--- config.mk ---
export PLATFORM = sky130hd
export DESIGN_NAME = socket_ctrl
export DESIGN_NICKNAME = d
export VERILOG_FILES = /design/src/hw/socket_ctrl_pkg.sv /design/src/hw/pin_sync3.sv /design/src/hw/socket_ctrl.sv
export SDC_FILE = /design/constraint.sdc
export NUM_CORES = 1
export LEC_CHECK = 0
export CORE_MARGIN = 2
export CORE_UTILIZATION = 29
export CTS_BUF_LIST = sky130_fd_sc_hd__clkbuf_8
export CTS_CLUSTER_SIZE = 28
export DETAILED_ROUTE_END_ITERATION = 7
export DONT_BUFFER_PORTS = 1
export GPL_ROUTABILITY_DRIVEN = 0
export PLACE_DENSITY_LB_ADDON = 0.05
export SETUP_SLACK_MARGIN = 0.3
export SLEW_MARGIN = 15
export SYNTH_ARGS = -nofsm -noshare
export SYNTH_HDL_FRONTEND = slang
export SYNTH_SLANG_ARGS = --single-unit
--- constraint.sdc ---
create_clock -name clock_i -period 3.9 [get_ports clock_i]
set_clock_uncertainty 0.2 [all_clocks]
set_input_delay 0 -clock clock_i [delete_from_list [all_inputs] [get_ports clock_i]]
set_output_delay 0 -clock clock_i [all_outputs]
set_load 0.05 [all_outputs]
--- src/hw/socket_ctrl_pkg.sv ---
// Constants and types shared by the socket voltage and clock control block.
package socket_ctrl_pkg;

	// Register addresses on the plain register port.
	localparam logic [7:0] FORCE_ADDR = 8'h0C;
	localparam logic [7:0] SOCK_CTRL_ADDR = 8'h10;
	localparam logic [7:0] DIAG_ADDR = 8'h14;
	localparam logic [7:0] STATUS_ADDR = 8'h18;

	// Socket voltage and clock control field layout.
	localparam int RSVD_HIGH_LSB = 12;
	localparam int VID_ACT_BIT = 11;
	localparam int STD_FLAG_BIT = 10;
	localparam int VID_EN_BIT = 9;
	localparam int RSVD_MID_BIT = 8;
	localparam int STOP_POL_BIT = 7;
	localparam int SUPPLY_LSB = 4;
	localparam int RSVD_LOW_BIT = 3;
	localparam int PROG_LSB = 0;
	localparam int FIELD_W = 3;
	localparam logic [31:0] SOCK_CTRL_RESET = 32'h0000_0400;

	// Force register and diagnostic register fields.
	localparam int RETEST_BIT = 14;
	localparam int FORCE_LSB = 10;
	localparam int FORCE_W = 4;
	localparam int DIAG_STD_BIT = 0;

	// Status register fields.
	localparam int ST_ENABLED_BIT = 0;
	localparam int ST_REFUSED_BIT = 1;
	localparam int ST_SENSING_BIT = 2;
	localparam int ST_CAPS_LSB = 4;

	// Voltage request codes; 3'h6, 3'h7 and supply 3'h1 are reserved.
	localparam logic [2:0] V_OFF = 3'h0;
	localparam logic [2:0] V_12 = 3'h1;
	localparam logic [2:0] V_5 = 3'h2;
	localparam logic [2:0] V_33 = 3'h3;
	localparam logic [2:0] V_X = 3'h4;
	localparam logic [2:0] V_Y = 3'h5;

	// Card capability vector order.
	localparam int CAP_5 = 0;
	localparam int CAP_33 = 1;
	localparam int CAP_X = 2;
	localparam int CAP_Y = 3;

	// Card re-interrogation time.
	localparam int CLK_PERIOD_NS = 50;
	localparam int SENSE_TIME_NS = 500;
	localparam int SENSE_CYCLES = (SENSE_TIME_NS + CLK_PERIOD_NS - 1)
		/ CLK_PERIOD_NS;
	localparam int SENSE_CNT_W = 4;

	// Number of pin inputs passed through the synchroniser.
	localparam int PIN_W = 7;

	typedef enum logic {sense_idle, sense_run} sense_state_t;

endpackage : socket_ctrl_pkg

--- src/hw/pin_sync3.sv ---
// Three-stage pin synchroniser that accepts a change once stages agree.
`timescale 1ns/10ps
`default_nettype none
module pin_sync3 #(
	parameter int WIDTH = 1
) (
	// Clock and reset.
	input wire logic clock_i,
	input wire logic rst_n_i,
	// Pins in, filtered levels out.
	input wire logic [WIDTH-1:0] pin_i,
	output logic [WIDTH-1:0] level_o
);

	typedef struct packed {
		logic [WIDTH-1:0] first;
		logic [WIDTH-1:0] second;
		logic [WIDTH-1:0] third;
		logic [WIDTH-1:0] level;
	} sync_state_t;

	sync_state_t s;
	sync_state_t next_s;

	// The first stage feeds only the second stage.
	always_comb
	begin
		next_s = s;
		next_s.first = pin_i;
		next_s.second = s.first;
		next_s.third = s.second;
		for (int i = 0; i < WIDTH; i++)
		begin
			if (s.second[i] == s.third[i])
			begin
				next_s.level[i] = s.third[i];
			end
		end
	end

	always_ff @(posedge clock_i or negedge rst_n_i)
	begin
		if (!rst_n_i)
		begin
			s <= '0;
		end
		else
		begin
			s <= next_s;
		end
	end

	assign level_o = s.level;

endmodule : pin_sync3
`default_nettype wire

--- src/hw/socket_ctrl.sv ---
// Socket voltage and clock control register with card supply gating.
//
// How it works
// - Bits 31 to 12 of the socket control register read zero and writes there change nothing.
// - Bit 8 is reserved, reads zero and a write to it is dropped.
// - Bit 3 is reserved and reads zero.
// - The video activity flag at bit 11 reads the state of the video enable.
// - The standard video model flag at bit 10 reads one while the diagnostic model enable is clear.
// - After reset the register reads 0x00000400 with every request field zero.
// - Bit 9 is a read/write video path enable for this socket.
// - With policy bit 7 clear the card clock may stop only when idle and the host clock is stopping.
// - With policy bit 7 set the card clock may stop whenever the socket is idle.
// - Bits 6 to 4 request the card supply: off, 5 V, 3.3 V, X.X V or Y.Y V, other codes reserved.
// - Bits 2 to 0 request the programming voltage: off, 12 V, 5 V, 3.3 V, X.X V or Y.Y V.
// - Supply is applied only when the request suits the detected or forced card type, else it is refused while a card is present.
// - The retest bit of the force register re-senses the card and then enables this register.
// - Any forced card type bit disables this register until re-sensing enables it.
`timescale 1ns/10ps
`default_nettype none
module socket_ctrl
	import socket_ctrl_pkg::*;
(
	// Clock and reset.
	input wire logic clock_i,
	input wire logic rst_n_i,
	// Register port.
	input wire logic [7:0] addr_i,
	input wire logic [31:0] wdata_i,
	input wire logic wr_i,
	input wire logic rd_i,
	output logic [31:0] rdata_o,
	// Card sense and clock-run pins.
	input wire logic card_present_i,
	input wire logic card_5v_i,
	input wire logic card_3v_i,
	input wire logic card_xv_i,
	input wire logic card_yv_i,
	input wire logic socket_idle_i,
	input wire logic host_clk_stopping_i,
	// Power switch and video path.
	output logic [2:0] card_supply_apply_o,
	output logic [2:0] program_voltage_apply_o,
	output logic supply_refused_o,
	output logic video_path_enable_o,
	// Card clock-run permission.
	output logic card_clock_stop_allow_o
);

	typedef struct packed {
		sense_state_t mode;
		logic [SENSE_CNT_W-1:0] sense_count;
		logic enabled;
		logic [FORCE_W-1:0] caps;
		logic [FORCE_W-1:0] forced;
		logic present_d;
		logic video_path_enable;
		logic card_clock_stop_policy;
		logic [FIELD_W-1:0] card_supply_request;
		logic [FIELD_W-1:0] program_voltage_request;
		logic standard_video_model_enable;
		logic [31:0] rdata;
		logic [FIELD_W-1:0] supply_out;
		logic [FIELD_W-1:0] prog_out;
		logic refused;
		logic video_out;
		logic clk_allow;
	} state_t;

	state_t s;
	state_t next_s;
	logic [PIN_W-1:0] pins;
	logic present;
	logic [FORCE_W-1:0] detected;
	logic idle;
	logic host_stopping;
	logic supply_ok;
	logic prog_ok;

	// Says whether a voltage code suits the card capabilities.
	function automatic logic voltage_ok(input logic [FIELD_W-1:0] code,
		input logic [FORCE_W-1:0] caps, input logic allow_12);
		logic ok;
		ok = 1'b0;
		unique case (code)
			V_OFF: ok = 1'b1;
			V_12: ok = allow_12;
			V_5: ok = caps[CAP_5];
			V_33: ok = caps[CAP_33];
			V_X: ok = caps[CAP_X];
			V_Y: ok = caps[CAP_Y];
			default: ok = 1'b0;
		endcase
		return ok;
	endfunction : voltage_ok

	// Builds the socket control word from the stored fields.
	function automatic logic [31:0] sock_word(input state_t st);
		logic [31:0] w;
		w = '0;
		w[VID_ACT_BIT] = st.video_path_enable;
		w[STD_FLAG_BIT] = !st.standard_video_model_enable;
		w[VID_EN_BIT] = st.video_path_enable;
		w[STOP_POL_BIT] = st.card_clock_stop_policy;
		w[SUPPLY_LSB +: FIELD_W] = st.card_supply_request;
		w[PROG_LSB +: FIELD_W] = st.program_voltage_request;
		return w;
	endfunction : sock_word

	pin_sync3 #(
		.WIDTH(PIN_W)
	) pin_sync3_inst (
		.clock_i(clock_i),
		.rst_n_i(rst_n_i),
		.pin_i({host_clk_stopping_i, socket_idle_i, card_yv_i, card_xv_i,
			card_3v_i, card_5v_i, card_present_i}),
		.level_o(pins)
	);

	assign present = pins[0];
	assign detected = pins[4:1];
	assign idle = pins[5];
	assign host_stopping = pins[6];

	// Supply goes on only for an enabled register, a card, and a fit code.
	assign supply_ok = s.enabled && present
		&& voltage_ok(s.card_supply_request, s.caps, 1'b0);
	assign prog_ok = supply_ok
		&& voltage_ok(s.program_voltage_request, s.caps, 1'b1);

	always_comb
	begin
		next_s = s;
		next_s.rdata = '0;
		next_s.present_d = present;

		if (rd_i)
		begin
			case (addr_i)
				SOCK_CTRL_ADDR: next_s.rdata = sock_word(s);
				DIAG_ADDR: next_s.rdata[DIAG_STD_BIT] =
					s.standard_video_model_enable;
				STATUS_ADDR:
				begin
					next_s.rdata[ST_ENABLED_BIT] = s.enabled;
					next_s.rdata[ST_REFUSED_BIT] = s.refused;
					next_s.rdata[ST_SENSING_BIT] = (s.mode == sense_run);
					next_s.rdata[ST_CAPS_LSB +: FORCE_W] = s.caps;
				end
				default: next_s.rdata = '0;
			endcase
		end

		unique case (s.mode)
			sense_idle:
			begin
				next_s.sense_count = '0;
			end
			sense_run:
			begin
				if (s.sense_count <= SENSE_CNT_W'(1))
				begin
					next_s.mode = sense_idle;
					next_s.caps = detected | s.forced;
					next_s.enabled = 1'b1;
				end
				else
				begin
					next_s.sense_count = s.sense_count - SENSE_CNT_W'(1);
				end
			end
		endcase

		// Insertion starts a full card sense and removal forgets the card
		// type; this follows the sense machine so the count is not lost.
		if (present && !s.present_d)
		begin
			next_s.mode = sense_run;
			next_s.sense_count = SENSE_CNT_W'(SENSE_CYCLES);
		end
		else if (!present)
		begin
			next_s.caps = '0;
		end

		if (wr_i)
		begin
			// Only the writable fields are stored; reserved and flag bits drop.
			if (addr_i == SOCK_CTRL_ADDR && s.enabled)
			begin
				next_s.video_path_enable = wdata_i[VID_EN_BIT];
				next_s.card_clock_stop_policy = wdata_i[STOP_POL_BIT];
				next_s.card_supply_request =
					wdata_i[SUPPLY_LSB +: FIELD_W];
				next_s.program_voltage_request =
					wdata_i[PROG_LSB +: FIELD_W];
			end
			if (addr_i == DIAG_ADDR)
			begin
				next_s.standard_video_model_enable = wdata_i[DIAG_STD_BIT];
			end
			if (addr_i == FORCE_ADDR)
			begin
				if (|wdata_i[FORCE_LSB +: FORCE_W])
				begin
					next_s.forced = wdata_i[FORCE_LSB +: FORCE_W];
					next_s.enabled = 1'b0;
				end
				if (wdata_i[RETEST_BIT])
				begin
					next_s.mode = sense_run;
					next_s.sense_count = SENSE_CNT_W'(SENSE_CYCLES);
				end
			end
		end

		next_s.supply_out = supply_ok ? s.card_supply_request : V_OFF;
		next_s.prog_out = prog_ok ? s.program_voltage_request : V_OFF;
		next_s.refused = present && !(supply_ok && prog_ok)
			&& (s.card_supply_request != V_OFF
			|| s.program_voltage_request != V_OFF);
		next_s.video_out = s.video_path_enable;
		next_s.clk_allow = idle
			&& (s.card_clock_stop_policy || host_stopping);
	end

	// Reset leaves every request zero, so the word reads 0x00000400.
	always_ff @(posedge clock_i or negedge rst_n_i)
	begin
		if (!rst_n_i)
		begin
			s <= '0;
			s.mode <= sense_idle;
			s.enabled <= 1'b1;
		end
		else
		begin
			s <= next_s;
		end
	end

	assign rdata_o = s.rdata;
	assign card_supply_apply_o = s.supply_out;
	assign program_voltage_apply_o = s.prog_out;
	assign supply_refused_o = s.refused;
	assign video_path_enable_o = s.video_out;
	assign card_clock_stop_allow_o = s.clk_allow;

	localparam int sense_lo = SENSE_CYCLES;
	localparam int sense_hi = SENSE_CYCLES + 1;

	logic sock_rd;
	logic sock_wr;
	logic force_wr;
	assign sock_rd = rd_i && addr_i == SOCK_CTRL_ADDR;
	assign sock_wr = wr_i && addr_i == SOCK_CTRL_ADDR && s.enabled;
	assign force_wr = wr_i && addr_i == FORCE_ADDR;
endmodule : socket_ctrl
`default_nettype wire

==> Word-level counts from Yosys, hierarchy flattened <==
Cells that the tools add are included.
{ "word_totals": {"wordCells": 96, "regBits": 93, "output_inout_bits": 41} }
{ "classes": {"bitwise_logic": 2, "muxes": 22, "n_eq_ne": 20, "n_addsub": 1, "order_cmp": 1, "reduce_logical": 23} }
{ "op_table": {"columns": ["operator", "n"], "rows": [
  ["equality test 8 x 5 -> 1 bit (second input constant)", 3],
  ["two-way mux 5 bit", 4],
  ["two-way mux 4 bit", 4],
  ["one-hot mux 4 bit (2 select lines)", 2],
  ["equality test 3 x 2 -> 1 bit (second input constant)", 4],
  ["equality test 3 bit (second input constant)", 4],
  ["two-way mux 12 bit", 1],
  ["two-way mux 6 bit", 2],
  ["one-hot mux 1 bit (5 select lines)", 2],
  ["logical AND 1 bit", 9],
  ["equality test 8 x 4 -> 1 bit (second input constant)", 1],
  ["equality test 1 bit", 7],
  ["logical NOT 3 bit", 2],
  ["two-way mux 3 bit", 2],
  ["nonzero test 3 bit", 2],
  ["less-or-equal comparator 4 x 1 -> 1 bit (second input constant)", 1],
  ["OR 4 bit", 1],
  ["one-hot mux 2 bit (2 select lines)", 1],
  ["AND reduction 2 bit", 2],
  ["OR reduction 4 bit", 1],
  ["subtractor 4 x 1 -> 4 bit (second input constant)", 1],
  ["equality test 3 x 1 -> 1 bit (second input constant)", 1],
  ["logical NOT 1 bit", 3],
  ["two-way mux 1 bit", 3],
  ["5 further kinds", 6]
]} }

==> Longest topological paths before layout <==
{ "depth": {"depth_word": 8, "ltp_mapped": 6, "depth_no_buf": 5} }

==> By module <==
A second synthesis with hierarchy kept.
{ "hier_totals": {"cells_unflattened": 222, "hier_area_um2": 2902.8} }
{ "by_module_without_submodules": {"columns": ["mod", "seq_area_each_um2", "cells_per_inst", "area_per_inst_um2", "n_inst"], "rows": [
  ["socket_ctrl", 1052.3, 180, 2070.7, 1],
  ["pin_sync3", 700.7, 42, 832.0, 1]
]} }

==> Worst setup path before layout <==
No wires, ideal clock.
{ "synth_path": {"path_type": "register to register", "from": "reg s[59] (netlist name)", "to": "reg s (netlist bit next_s[1])", "arrival_ns": 1.453, "period_less_slack_ns": 1.778, "path_slack_ns": 2.122, "stages_incl_launch_ff": 5, "path_cell_list": "dfstp_2 > nor4bb_1 > and4_1 > buf_2 > mux2_2"} }
{ "synth_via": {"elab_chain_len": 2} }
{ "synth_rtl": {"columns": ["element", "line", "source"], "rows": [
  ["start: declaration", "socket_ctrl.sv:69", "state_t s;"],
  ["start signal: assignment", "socket_ctrl.sv:237", "s <= next_s;"],
  ["logical AND 1 bit", "socket_ctrl.sv:188", "if (addr_i == SOCK_CTRL_ADDR && s.enabled)"],
  ["AND reduction 2 bit (no line)", null, null]
]} }
No other way between the ends.
A chain may end at the register's enable or synchronous reset.

==> Final worst setup path <==
{ "layout_path": {"from": "in addr_i[1]", "to": "reg s[54] (netlist name)"} }
{ "layout_via": {"elab_chain_len": 2} }
{ "layout_rtl": {"columns": ["element", "line", "source"], "rows": [
  ["start: declaration", "socket_ctrl.sv:27", "input wire logic [7:0] addr_i,"],
  ["equality test 8 x 4 -> 1 bit", null, null],
  ["AND reduction 3 bit (no line)", null, null]
]} }
No other way between the ends.

==> results.py <==
metrics = {
    "floorplan": {
        "die_h_um": 105,
        "io_pins": 92,
        "fp.dieW_um": 105,
        "num_rows": 36,
        "die-area_um2": 11000,
        "core-area_um2": 9820,
        "initial_utilization_pct": 30.0,
    },
    "routing": {
        "drc": 0,
        "viasPerCell": 4.39,
        "drt_first_pass_iters": 4,
        "wl_per_cell_um": 15.1,
        "ant_nets": 0,
        "finalWirelength_mm": 5.75,
        "num_vias": 1672,
        "drt_iter0_drc": 41,
    },
    "clocking": {
        "ctsHtreeMaxLevel": 3,
        "cts_tree": "yes",
        "clk_latency_ns": 0.34,
        "postCtsHoldBufs": 39,
        "clk_pin_slew_ns": 0.08,
        "post_cts_resize_count": 0,
        "numCtsBuffers": 9,
        "cts_root_buffer": "clkbuf_8",
        "cts_setup_buffers": 0,
        "cts_buffer_depth": 2,
        "cts.sinks": 70,
    },
    "setup_path": {
        "critical-path-top-delay-family": "buffers and inverters",
        "r2r-start": "pin_sync3_inst.level_o[0]",
        "worst-path-buf-inv": 2,
        "reg2regPathDepth": 4,
        "cp.arrival_ns": 2.15,
        "crit_required_ns": 3.92,
        "worstSetupStartpointType": "primary input",
        "crit_chain": "dlygate4sd3_1 -> nor4_4 -> dlygate4sd3_1 -> and4_1 -> mux2_4",
        "end_kind": "flip-flop",
        "cp_slowest_cell": "dlygate4sd3_1",
        "path_max_fanout": 5,
        "rr_endpoint": "s[63]",
        "crit_path_max_incr_delay_ns": 0.61,
        "rrSetupSlack_ns": 1.86,
        "critPathMostFrequentCell": "dlygate4sd3_1",
        "critPathKind": "in2reg",
    },
    "timing": {
        "slew_violations": 0,
        "max_freq_mhz": 468,
        "tightest_slew_ns": 0.864,
        "setup_viol": 0,
        "fin_crit_sh_pct": 54.8,
        "fin_setup_tns_ns": 0,
        "hold_viol": 0,
        "min_period_ns": 2.14,
        "rsz0062_at_grt": "no",
        "worst_slack_ns": 1.76,
        "maxSlewHeadroom_pct": 42.4,
    },
    "status": {
        "status": "finished clean",
    },
    "global_route": {
        "grt.overflow.total": 0,
        "grt_start_max_net_pins": 71,
        "antenna_found_initial": 0,
        "grt_pass1_vias": 1727,
        "grt_usage_pct": 11.0,
        "grt_pass1_wl_mm": 9.26,
    },
    "logic_synthesis": {
        "synth_top_cell_area_share_pct": 58.6,
        "syn-cell-area_um2": 2940,
        "async_flop_share_pct": 100,
        "ys_ff_latch": 70,
        "synth_area_leaders": "dfrtp_1 (59%), buf_4 (9.7%), mux2_2 (3.4%)",
        "synth_edf_count": 0,
        "yosys.area.top_type": "dfrtp_1",
        "yosysSeqAreaShare_pct": 59.5,
        "netlist_instances": 220,
        "synth.most_common_cell": "dfrtp_1",
        "synthFlopType": "dfrtp_1",
        "synth.distinct_cells": 47,
        "yosysWarnings": 0,
        "avgSynthCellArea_um2": 13.4,
        "synth_common_cells": "dfrtp_1 (69), buf_4 (38), mux2_2 (9), mux2i_1 (9), nor3_1 (9)",
    },
    "place": {
        "dp_slack_ns": 1.84,
        "port_buffers": 0,
        "dpl.cell_count": 329,
        "dpl.hpwl_mm": 3.95,
    },
    "pwr": {
        "vdd_drop_max_v": 0.000187,
        "leakage_nw": 1.54,
        "p_per_area_nw_per_um2": 511,
    },
    "final_layout": {
        "antenna_cells": 0,
        "fin_cells": 381,
        "drive_gt1_share_pct": 14.5,
        "nNetsFinal": 299,
        "area_delta_synth_final_pct": 16.7,
    },
    "flow_run": {
        "drv_cap": 0,
    },
    "hold_path": {
        "hold_class": "in2async",
    },
}
-- stage by stage --
step | cell area [um^2] | hold WS, ns | util [%] | total power (W)
6_report | 3440 | 0.00423 | 35.0 | 0.00176
4_1_cts | 3440 | 0.0146 | 35.0 | 0.00178
2_1_floorplan | 3020 | -0.496 | - | 0.00117
3_5_place_dp | 2870 | -0.492 | 29.2 | 0.00122
3_3_place_gp | 2870 | -0.492 | 29.2 | 0.00120
5_1_grt | 3440 | 0.0112 | 35.0 | 0.00186
-- layout by cell type (no fill, tap or decap), types with 2 or more instances in the layout --
| master | count |
|---|---|
| a21boi_0 | 2 |
| a21oi_1 | 2 |
| a31o_2 | 4 |
| and4_1 | 3 |
| clkbuf_8 | 11 |
| clkinv_2 | 2 |
| conb_1 | 22 |
| dfrtp_1 | 69 |
| dlygate4sd3_1 | 38 |
| ha_1 | 2 |
| inv_1 | 5 |
| maj3_1 | 7 |
| mux2_2 | 9 |
| mux2_4 | 4 |
| mux2i_1 | 9 |
| nand2_1 | 2 |
| nor2_1 | 3 |
| nor2b_1 | 2 |
| nor3_1 | 9 |
| nor3b_1 | 3 |
| nor4b_1 | 5 |
| o21ai_0 | 4 |
| o311a_1 | 4 |
| o31ai_1 | 2 |
| or2_2 | 2 |
| or4_1 | 2 |
| xnor2_1 | 2 |
-- worst max path at each step --
stage,depth (start not counted),endpoint,startpoint
floorplan,4,next_s[1],s[59]
global placement,3,s[42],s[59]
detailed placement,3,s[44],s[59]
CTS,5,s[54],addr_i[1]
global route,5,s[54],addr_i[1]
finish,5,s[54],addr_i[1]
-- cells by family after synthesis --
kind of cell | count (synthesis) | synth area share, %
buffers and inverters | 50 | 11.6
other | 1 | 0.127
multiplexers | 22 | 8.54
XOR/XNOR | 2 | 0.595
flip-flops | 70 | 59.5
AO/OA/AOI/OAI | 24 | 6.25
AND/OR/NAND/NOR | 42 | 10.2
adder cells (fa/ha/maj) | 9 | 3.23
-- final cells by class --
class / count / area [um^2]
sequential: 70 / 1750
clock inverter: 2 / 10.0
tap: 133 / 166
inverter: 5 / 18.8
multi-input combinational: 121 / 930
fill: 1011 / 6380
clock buffer: 11 / 151
timing repair buffer: 39 / 408
-- layer usage --
metal	routed length [um]	GRT usage, %	vias up	share of wire, %
met5	0	0	-	0
met4	114	5.62	0	2.0
met3	292	2.74	10	5.1
met2	2690	17.1	52	47
met1	2650	14.2	837	46
li1	-	-	773	-
-- worst reg2reg max path, stage by stage (launching register included) --
cell and delay [ns]:
dfrtp_1 0.51, nor2b_1 0.19, a41oi_1 0.26, dlygate4sd3_1 0.65, o21ai_0 0.11
-- sequential cells by signal, summed over array words and instances (netlist names) --
register / count
pin_sync3_inst.next_s: 14
pin_sync3_inst.s: 7
next_s: 1
rdata_o: 9
pin_sync3_inst.level_o: 7
s: 23
supply_refused_o: 1
card_supply_apply_o: 3
program_voltage_apply_o: 3
video_path_enable_o: 1
card_clock_stop_allow_o: 1
-- power breakdown --
| group | leakage [nW] | internal [W] | switching (W) |
|---|---|---|---|
| sequential | 0.893 | 0.000797 | 0.0000929 |
| clock | 0.0869 | 0.000253 | 0.000249 |
| combinational | 0.561 | 0.000161 | 0.000204 |
(Power assumes the default switching activity.)
